## src/txd_pkg.sv

```systemverilog
// package: descriptor layout, types and states of the transmit descriptor handler
package txd_pkg;

   // ==========================================================
   // descriptor geometry
   localparam int unsigned DESC_WORDS    = 4;
   localparam int unsigned WORD_BYTES_SH = 1;
   localparam int unsigned DESC_BYTES_SH = 3;
   localparam logic [1:0]  WIDX_FIRST    = 2'h0;
   localparam logic [1:0]  WIDX_ADDR_LO  = 2'h1;
   localparam logic [1:0]  WIDX_SU_LEN   = 2'h2;
   localparam logic [1:0]  WIDX_LAST     = 2'h3;

   // ==========================================================
   // first descriptor word fields
   localparam int unsigned OWN_BIT      = 15;
   localparam int unsigned SELECT_BIT   = 14;
   localparam int unsigned FIRST_BIT    = 13;
   localparam int unsigned LAST_BIT     = 12;
   localparam int unsigned PRIO_HI      = 11;
   localparam int unsigned PRIO_LO      = 10;
   localparam int unsigned ADDR_HI_MSB  = 7;
   localparam int unsigned ADDR_HI_LSB  = 0;

   // ==========================================================
   // reset values
   localparam logic [15:0] WORD_RST     = 16'h0000;
   localparam logic [7:0]  IDX_RST      = 8'h00;
   localparam logic [1:0]  PRIO_NONE    = 2'h0;

   // ==========================================================
   // types
   typedef enum logic [2:0] {
      ST_IDLE,
      ST_POLL,
      ST_FETCH,
      ST_OFFER,
      ST_WAIT_ACK,
      ST_RELEASE
   } txd_state_t;

   typedef struct packed {
      logic [23:0] tx_buffer_address;
      logic [15:0] buffer_octet_count;
      logic [15:0] signal_unit_length;
      logic        su_len_valid;
      logic        first_buffer_flag;
      logic        last_buffer_flag;
      logic        chained;
      logic [1:0]  priority_indication;
   } txd_buf_t;

   typedef struct packed {
      txd_state_t  st;
      logic [1:0]  widx;
      logic [7:0]  idx;
      logic        in_chain;
      logic        chain_err;
      logic [15:0] tx_descriptor_word0;
      logic [15:0] tx_descriptor_word1;
      logic [15:0] tx_descriptor_word2;
      logic [15:0] tx_descriptor_word3;
   } txd_regs_t;

endpackage

```

## src/txd_handler.sv

```systemverilog
// transmit descriptor handler: ring walk, ownership hand-off, chaining
`timescale 1ns/1ns
// Function
// - each descriptor is four words, all fetched
// - word0 bit 15 set means device owns
// - release only after far-end acknowledgement
// - released descriptor fields never modified
// - host/iop select bit is ignored
// - first and last together means no chaining
// - japan mode copies bits 11:10 to priority
// - upper address byte never altered by device
// - length used only first descriptor, option clear
// - signal unit length is positive octet count
// - octet count word is two's complement
module txd_handler
(
   input  wire logic               clk_sys,
   input  wire logic               nrst,
   input  wire logic               tx_enable,
   input  wire logic [23:0]        ring_base,
   input  wire logic [7:0]         ring_last_index,
   input  wire logic               japan_mode_enable,
   input  wire logic               data_count_option,
   output      logic               mem_req,
   output      logic               mem_we,
   output      logic [23:0]        mem_addr,
   output      logic [15:0]        mem_wdata,
   input  wire logic               mem_ack,
   input  wire logic [15:0]        mem_rdata,
   output      logic               buf_valid,
   input  wire logic               buf_ready,
   output      txd_pkg::txd_buf_t  buf_info,
   input  wire logic               far_ack,
   output      logic [7:0]         ring_index,
   output      logic               chain_error
);
   import txd_pkg::*;

   txd_regs_t q;
   txd_regs_t d;

   logic [15:0] w0;
   logic        w0_first;
   logic        w0_last;

   assign w0       = q.tx_descriptor_word0;
   assign w0_first = w0[FIRST_BIT];
   assign w0_last  = w0[LAST_BIT];

   // ==========================================================
   // shared memory access
   // word address = base + descriptor offset + word offset (bytes)
   assign mem_req  = (q.st == ST_POLL) || (q.st == ST_FETCH) ||
                     (q.st == ST_RELEASE);
   assign mem_we   = (q.st == ST_RELEASE);
   assign mem_addr = ring_base
                   + {13'h0000, q.idx, 3'h0}
                   + {21'h000000, q.widx, 1'h0};
   // only the ownership bit drops; every other bit goes back as read,
   // so the upper address byte and the select bit survive untouched
   assign mem_wdata = {1'b0, w0[OWN_BIT-1:0]};

   // ==========================================================
   // buffer offer towards the transmitter
   assign buf_valid = (q.st == ST_OFFER);
   // decode is combinational from the held words, so it stands with the offer
   always_comb begin
      buf_info = '0;
      buf_info.tx_buffer_address =
         {w0[ADDR_HI_MSB:ADDR_HI_LSB], q.tx_descriptor_word1};
      // host stores the count negated; hand the transmitter a plain count
      buf_info.buffer_octet_count =
         16'h0000 - q.tx_descriptor_word3;
      buf_info.su_len_valid = w0_first && !data_count_option;
      buf_info.signal_unit_length =
         buf_info.su_len_valid ? q.tx_descriptor_word2 : WORD_RST;
      buf_info.first_buffer_flag = w0_first;
      buf_info.last_buffer_flag  = w0_last;
      buf_info.chained = !(w0_first && w0_last);
      buf_info.priority_indication = japan_mode_enable ?
         w0[PRIO_HI:PRIO_LO] : PRIO_NONE;
   end

   assign ring_index  = q.idx;
   assign chain_error = q.chain_err;

   // ==========================================================
   // next state
   always_comb begin
      d = q;
      // chain_error is a one-cycle pulse; whoever watches it must latch it
      d.chain_err = 1'b0;
      case (q.st)
         ST_IDLE: begin
            // a refused poll rests here for a cycle before the next look
            if (tx_enable) begin
               d.st   = ST_POLL;
               d.widx = WIDX_FIRST;
            end
         end
         ST_POLL: begin
            if (mem_ack) begin
               d.tx_descriptor_word0 = mem_rdata;
               // bit 14 is deliberately not looked at here
               if (mem_rdata[OWN_BIT]) begin
                  d.st   = ST_FETCH;
                  d.widx = WIDX_ADDR_LO;
                  // a stray first flag mid-chain, or a missing one at the
                  // start, is reported but the buffer is still sent
                  d.chain_err = (mem_rdata[FIRST_BIT] == q.in_chain);
               end else begin
                  // not ours yet: drop back and poll again later
                  d.st = ST_IDLE;
               end
            end
         end
         ST_FETCH: begin
            if (mem_ack) begin
               case (q.widx)
                  WIDX_ADDR_LO: d.tx_descriptor_word1 = mem_rdata;
                  WIDX_SU_LEN:  d.tx_descriptor_word2 = mem_rdata;
                  default:      d.tx_descriptor_word3 = mem_rdata;
               endcase
               if (q.widx == WIDX_LAST) begin
                  d.st = ST_OFFER;
               end else begin
                  d.widx = q.widx + 2'h1;
               end
            end
         end
         ST_OFFER: begin
            // far_ack is not looked at here: an early one is simply lost
            if (buf_ready) begin
               d.st = ST_WAIT_ACK;
            end
         end
         ST_WAIT_ACK: begin
            // end of transmission alone is not enough to hand back
            if (far_ack) begin
               d.st   = ST_RELEASE;
               d.widx = WIDX_FIRST;
            end
         end
         ST_RELEASE: begin
            // the next entry is only read once this write lands, so a
            // chained unit can never be offered out of ring order
            if (mem_ack) begin
               d.st       = ST_IDLE;
               d.in_chain = !w0_last;
               d.idx      = (q.idx == ring_last_index) ?
                            IDX_RST : q.idx + 8'h01;
            end
         end
         default: begin
            d.st = ST_IDLE;
         end
      endcase
   end

   // ==========================================================
   // state register
   // reset leaves an idle handler holding an empty, unowned descriptor
   always_ff @(posedge clk_sys) begin
      if (!nrst) begin
         q.st                  <= ST_IDLE;
         q.widx                <= WIDX_FIRST;
         q.idx                 <= IDX_RST;
         q.in_chain            <= 1'b0;
         q.chain_err           <= 1'b0;
         q.tx_descriptor_word0 <= WORD_RST;
         q.tx_descriptor_word1 <= WORD_RST;
         q.tx_descriptor_word2 <= WORD_RST;
         q.tx_descriptor_word3 <= WORD_RST;
      end else begin
         q <= d;
      end
   end

   // ==========================================================
   // assertions
   a_release_needs_ack: assert property (
      @(posedge clk_sys) disable iff (!nrst)
      $rose(mem_we) |-> $past(far_ack) && $past(q.st == ST_WAIT_ACK))
      else $error("descriptor released without far-end acknowledgement");

   a_release_keeps_fields: assert property (
      @(posedge clk_sys) disable iff (!nrst)
      (mem_req && mem_we) |-> (mem_wdata[14:0] == w0[14:0]) &&
         (mem_addr == ring_base + {13'h0000, q.idx, 3'h0}))
      else $error("release write alters descriptor fields");

   a_offer_owned_only: assert property (
      @(posedge clk_sys) disable iff (!nrst)
      buf_valid |-> w0[OWN_BIT] && !mem_wdata[OWN_BIT])
      else $error("buffer offered from a descriptor not owned");

   a_four_word_fetch: assert property (
      @(posedge clk_sys) disable iff (!nrst)
      $rose(buf_valid) |-> $past(q.widx) == WIDX_LAST &&
                           $past(q.st) == ST_FETCH && $past(mem_ack))
      else $error("buffer offered before all four words were read");

   a_octet_negated: assert property (
      @(posedge clk_sys) disable iff (!nrst)
      buf_valid |->
         (buf_info.buffer_octet_count + q.tx_descriptor_word3) == 16'h0000)
      else $error("octet count not taken as two's complement");

   a_address_join: assert property (
      @(posedge clk_sys) disable iff (!nrst)
      buf_valid |-> buf_info.tx_buffer_address[23:16] == w0[7:0] &&
                    buf_info.tx_buffer_address[15:0] ==
                    q.tx_descriptor_word1)
      else $error("buffer address not formed from words 0 and 1");

   a_length_gated: assert property (
      @(posedge clk_sys) disable iff (!nrst)
      buf_valid && (!w0_first || data_count_option) |->
         !buf_info.su_len_valid && buf_info.signal_unit_length == 16'h0000)
      else $error("signal unit length used outside first descriptor");

   a_priority_copy: assert property (
      @(posedge clk_sys) disable iff (!nrst)
      buf_valid && japan_mode_enable |->
         buf_info.priority_indication == w0[11:10])
      else $error("priority bits not copied in japan mode");

   a_single_no_chain: assert property (
      @(posedge clk_sys) disable iff (!nrst)
      mem_we && mem_ack && w0_first && w0_last |=> !q.in_chain)
      else $error("single buffer unit left the chain open");

   a_chain_advance: assert property (
      @(posedge clk_sys) disable iff (!nrst)
      mem_we && mem_ack && !w0_last && q.idx != ring_last_index |=>
         q.in_chain && q.idx == $past(q.idx) + 8'h01)
      else $error("chain did not move to the next descriptor");

   // ==========================================================
   // ordering and hand-off checks
   a_poll_first_word: assert property (
      @(posedge clk_sys) disable iff (!nrst)
      (q.st == ST_POLL) |-> !mem_we && (q.widx == WIDX_FIRST))
      else $error("ownership poll does not read the first word");

   a_owner_decides: assert property (
      @(posedge clk_sys) disable iff (!nrst)
      (q.st == ST_POLL) && mem_ack |=>
         (q.st == ST_FETCH) == $past(mem_rdata[OWN_BIT]))
      else $error("fetch decision not taken from the ownership bit");

   a_fetch_in_order: assert property (
      @(posedge clk_sys) disable iff (!nrst)
      (q.st == ST_FETCH) && mem_ack && (q.widx != WIDX_LAST) |=>
         (q.st == ST_FETCH) && (q.widx == $past(q.widx) + 2'h1))
      else $error("descriptor words not fetched in order");

   // the memory may stall for any number of cycles; nothing may move
   a_request_held: assert property (
      @(posedge clk_sys) disable iff (!nrst)
      mem_req && !mem_ack |=> mem_req && $stable(mem_addr) &&
                              $stable(mem_we) && $stable(mem_wdata))
      else $error("memory request changed before acknowledge");

   // an acknowledge before the offer is taken is dropped, not remembered
   a_early_ack_dropped: assert property (
      @(posedge clk_sys) disable iff (!nrst)
      (q.st == ST_OFFER) && far_ack |=> (q.st != ST_RELEASE))
      else $error("acknowledge taken before the offer was accepted");

   a_write_owned_only: assert property (
      @(posedge clk_sys) disable iff (!nrst)
      mem_we |-> mem_req && w0[OWN_BIT] && (q.widx == WIDX_FIRST))
      else $error("device writes a descriptor it does not hold");

   // limitation: the mode inputs must not move while an offer stands
   a_offer_stands: assert property (
      @(posedge clk_sys) disable iff (!nrst)
      buf_valid && !buf_ready |=> buf_valid && $stable(buf_info))
      else $error("buffer offer changed before it was taken");

   a_addr_byte_kept: assert property (
      @(posedge clk_sys) disable iff (!nrst)
      mem_we |-> mem_wdata[ADDR_HI_MSB:ADDR_HI_LSB] ==
                 buf_info.tx_buffer_address[23:16])
      else $error("release write alters the upper address byte");

   a_index_wrap: assert property (
      @(posedge clk_sys) disable iff (!nrst)
      mem_we && mem_ack && (q.idx == ring_last_index) |=>
         (q.idx == IDX_RST) && (q.st == ST_IDLE))
      else $error("ring index did not wrap after the last entry");

   a_error_cause: assert property (
      @(posedge clk_sys) disable iff (!nrst)
      chain_error |-> $past(q.st == ST_POLL) && $past(mem_ack) &&
                      $past(mem_rdata[OWN_BIT]))
      else $error("chain error raised outside an owned poll");

endmodule

```

## config.mk

```make
export PLATFORM = sky130hd
export DESIGN_NAME = txd_handler
export DESIGN_NICKNAME = d
export VERILOG_FILES = /design/src/txd_pkg.sv /design/src/txd_handler.sv
export SDC_FILE = /design/constraint.sdc
export NUM_CORES = 1
export LEC_CHECK = 0
export BUFFER_PORTS_ARGS = -buffer_cell sky130_fd_sc_hd__buf_2
export CORE_MARGIN = 4
export CORE_UTILIZATION = 54
export DETAILED_ROUTE_END_ITERATION = 6
export PLACE_DENSITY_LB_ADDON = 0.1
export SLEW_MARGIN = 20
export SYNTH_ARGS = -nofsm -noshare
export SYNTH_HDL_FRONTEND = slang
export SYNTH_SLANG_ARGS = --single-unit
```

## constraint.sdc

```tcl
create_clock -name clk_sys -period 5.1 [get_ports clk_sys]
set_clock_uncertainty 0.05 [all_clocks]
set_input_delay 0.255 -clock clk_sys [delete_from_list [all_inputs] [get_ports clk_sys]]
set_output_delay 0.255 -clock clk_sys [all_outputs]
set_load 0.01 [all_outputs]
```

==> results.sh <==
export IMPL_ys_top_cells_by_area="dfxtp_1 33%, nand2_1 11%, a21boi_0 10%"
export IMPL_grt_pass1_vias=3962
export IMPL_drive_gt1_frac=0.275
export IMPL_vias_per_cell=5.27
export IMPL_clk_pin_slew_ns=0.08
export IMPL_vias=4204
export IMPL_multi_input_area_mm2=0.00263
export IMPL_fin_crit_sh=0.608
export IMPL_hold_start="mem_rdata[9]"
export IMPL_drc=0
export IMPL_cts_resized=0
export IMPL_drtAntennaViolNets=0
export IMPL_setup_violations=0
export IMPL_wl_um=11700
export IMPL_grt_busiest_layer="met2"
export IMPL_grt_util_met3=0.0551
export IMPL_end_kind="output pin"
export IMPL_holdWs_ns=0.141
export IMPL_drtIter0Drc=137
export IMPL_instances_no_fill=797
export IMPL_clock_sinks=78
export IMPL_timing_fmax_mhz=322
export IMPL_clk_insertion_delay_late_ns=0.33
export IMPL_chipWidth_um=101
export IMPL_hold_depth=3
export IMPL_peakVddDrop_mv=0.121
export IMPL_tritoncts="done"
export IMPL_dp_cells=782
export IMPL_cts_buffer_depth=2
export IMPL_cellPowerDensity_mw_per_mm2=232
export IMPL_fin_nets=760
export IMPL_synth_nets=660
export IMPL_yosysTopAreaCellShare=0.332
export IMPL_core_mm2=0.00834
export IMPL_use_met1=0.294
export IMPL_maxCapViolCount=0
export IMPL_regArea_mm2=0.00156
export IMPL_h_tree_depth=3
export IMPL_final_area_mm2=0.00535
export IMPL_hold_end="q[9]$_SDFFE_PN0P_"
export IMPL_cts_hold_buf=0
export IMPL_grt_max_degree=72
export IMPL_rr_startpoint="q[77]$_SDFFE_PN0P_"
export IMPL_syn_cell_area_mm2=0.00471
export IMPL_yosys_register_bits=78
export IMPL_gr_total_overflow=0
export IMPL_outcome="finished, final reports clean"
export IMPL_avgSynthCellArea_um2=8.01
export IMPL_antenna_found_initial=0
export IMPL_rows=33
export IMPL_final_setup_tns_ns=0
export IMPL_wire_per_inst_um=14.6
export IMPL_start_kind="register"
export IMPL_grtUsageTotal=0.228
export IMPL_start_util=0.565
export IMPL_synth_cells=588
export IMPL_ys_warn_count=0
export IMPL_antennaDiodeCount=0
export IMPL_yosysMostFrequentCell="nand2_1"
export IMPL_cts_root_buf="clkbuf_8"
export IMPL_grt_pass1_wl_um=18900
export IMPL_hold_path_class="in -> reg"
export IMPL_ys_seq_area_frac=0.332
export IMPL_slew_violations=0
export IMPL_gp_congestion=0.930
export IMPL_synth_edf_count=0
export IMPL_critPathRequiredTime_ns=4.80
export IMPL_io_buffers=166
export IMPL_synth_distinct_cells=52
export IMPL_fp_dieH_um=101
export IMPL_synth_common_cells="140 x nand2_1, 78 x dfxtp_1, 63 x a21boi_0, 52 x buf_4, 30 x xnor2_1"
export IMPL_path_max_fanout=8
export IMPL_slew_headroom=0.301
export IMPL_synthFlopType="dfxtp_1"
export IMPL_grt_setup_unrepaired="no"
export IMPL_r2r_cells=4
export IMPL_crit_arrival_ns=2.80
export IMPL_path_class="reg -> out"
export IMPL_grtUsageMet2=0.374
export IMPL_finalHoldViolCount=0
export IMPL_cts_buffers=9
export IMPL_tightest_slew_ns=1.05
export IMPL_cts_setup_buffers=0
export IMPL_fillers=780
export IMPL_rrSetupSlack_ns=2.90
export IMPL_r2r_end="ring_index[6]$_SDFFE_PN0P_"
export IMPL_io_pins=170
export IMPL_syn2layout_area_growth_pct=13.5
export IMPL_dp_hpwl_um=8880
export IMPL_async_reset_ff_frac=0
export IMPL_power_leakage_nw=2.44
export IMPL_final_min_clock_period_ns=3.10
export IMPL_die_area_mm2=0.0103
export IMPL_postPlaceCellArea_mm2=0.00518
export IMPL_synth_top_area_cell="dfxtp_1"
export IMPL_dr_pass1_iters=4
-- state kept, by name (all words and copies together), names as in the netlist --
register,cells
chain_error,1
w0,15
q,38
buf_info,16
ring_index,8
-- metrics by stage --
stage / power, mW / worst slack (ns) / util
CTS: 1.25 / 1.99 / 0.641
global route: 1.30 / 1.76 / 0.641
finish: 1.24 / 2.00 / 0.641
global placement: 0.855 / 2.41 / 0.621
detailed placement: 0.858 / 2.35 / 0.621
floorplan: 0.781 / 2.66 / -
-- worst max-delay path by stage --
stage                                   from      endpoint  slack (ns)  depth (start not counted)
after floorplan           q[74]$_SDFFE_PN0P_  mem_addr[21]        2.66                          7
after global placement          ring_base[1]  mem_addr[21]        2.41                          9
after detailed placement        ring_base[1]  mem_addr[15]        2.35                          9
after CTS                 q[74]$_SDFFE_PN0P_  mem_addr[23]        1.99                          8
after global routing      q[74]$_SDFFE_PN0P_  mem_addr[23]        1.76                          8
final                     q[74]$_SDFFE_PN0P_  mem_addr[15]        2.00                          8
-- report_power, final --
part	switching, mW	internal [mW]
Clock	0.221	0.175
Sequential	0.0117	0.619
Combinational	0.118	0.0958
Total	0.351	0.890
-- per-layer routing --
layer / routed length [um] / part of all wire / vias to the layer above
li1: - / - / 2121
met1: 5140 / 0.44 / 1933
met2: 5520 / 0.47 / 131
met3: 771 / 0.066 / 19
met4: 226 / 0.019 / 0
met5: 0 / 0 / -
-- kinds of logic after synthesis --
| family | Yosys count | synth area share |
|---|---|---|
| AND/OR/NAND/NOR | 244 | 0.243 |
| AO/OA/AOI/OAI | 111 | 0.172 |
| buffers and inverters | 86 | 0.111 |
| flip-flops | 78 | 0.332 |
| XOR/XNOR | 50 | 0.0930 |
| adder cells (fa/ha/maj) | 16 | 0.0441 |
| multiplexers | 2 | 0.00425 |
| other | 1 | 0.000796 |
-- final cells by class --
cell class | instances | area share
clock inverter | 5 | 0.00655
inverter | 9 | 0.00632
clock buffer | 10 | 0.0239
multi-input combinational | 424 | 0.491
timing repair buffer | 166 | 0.155
tap | 105 | 0.0246
sequential | 78 | 0.292
-- placed cells by master (no fill, tap or decap), types with 2 or more instances in the layout --
| master | count |
|---|---|
| and3_1 | 11 |
| nand2_1 | 140 |
| o211ai_1 | 2 |
| nand4_1 | 7 |
| nor3b_1 | 2 |
| o211a_1 | 2 |
| clkbuf_8 | 9 |
| nor2b_1 | 5 |
| a21boi_0 | 63 |
| xor2_1 | 20 |
| a221oi_1 | 2 |
| and2_1 | 20 |
| inv_1 | 8 |
| mux2i_1 | 2 |
| nand3_1 | 15 |
| nor2_1 | 21 |
| xnor2_1 | 30 |
| nor4_1 | 2 |
| or4_4 | 2 |
| ha_1 | 15 |
| nor3_1 | 6 |
| nand2b_1 | 3 |
| clkinv_2 | 2 |
| a21oi_1 | 9 |
| dfxtp_1 | 78 |
| buf_2 | 166 |
| a21boi_1 | 2 |
| o21ai_0 | 10 |
| and4_1 | 2 |
| a21o_1 | 3 |
| nor3_2 | 2 |
| o2111ai_1 | 3 |
| a211oi_1 | 4 |
-- critical path: stages, from the launching register on --
cell and delay (ns):
dfxtp_1 0.35, ha_1 0.22, fa_1 0.40, a21o_1 0.19
a221oi_1 0.40, o21ai_1 0.30, o21ai_0 0.29, xnor2_1 0.15
buf_2 0.15
Note: power is estimated with default switching activity, not from simulation.
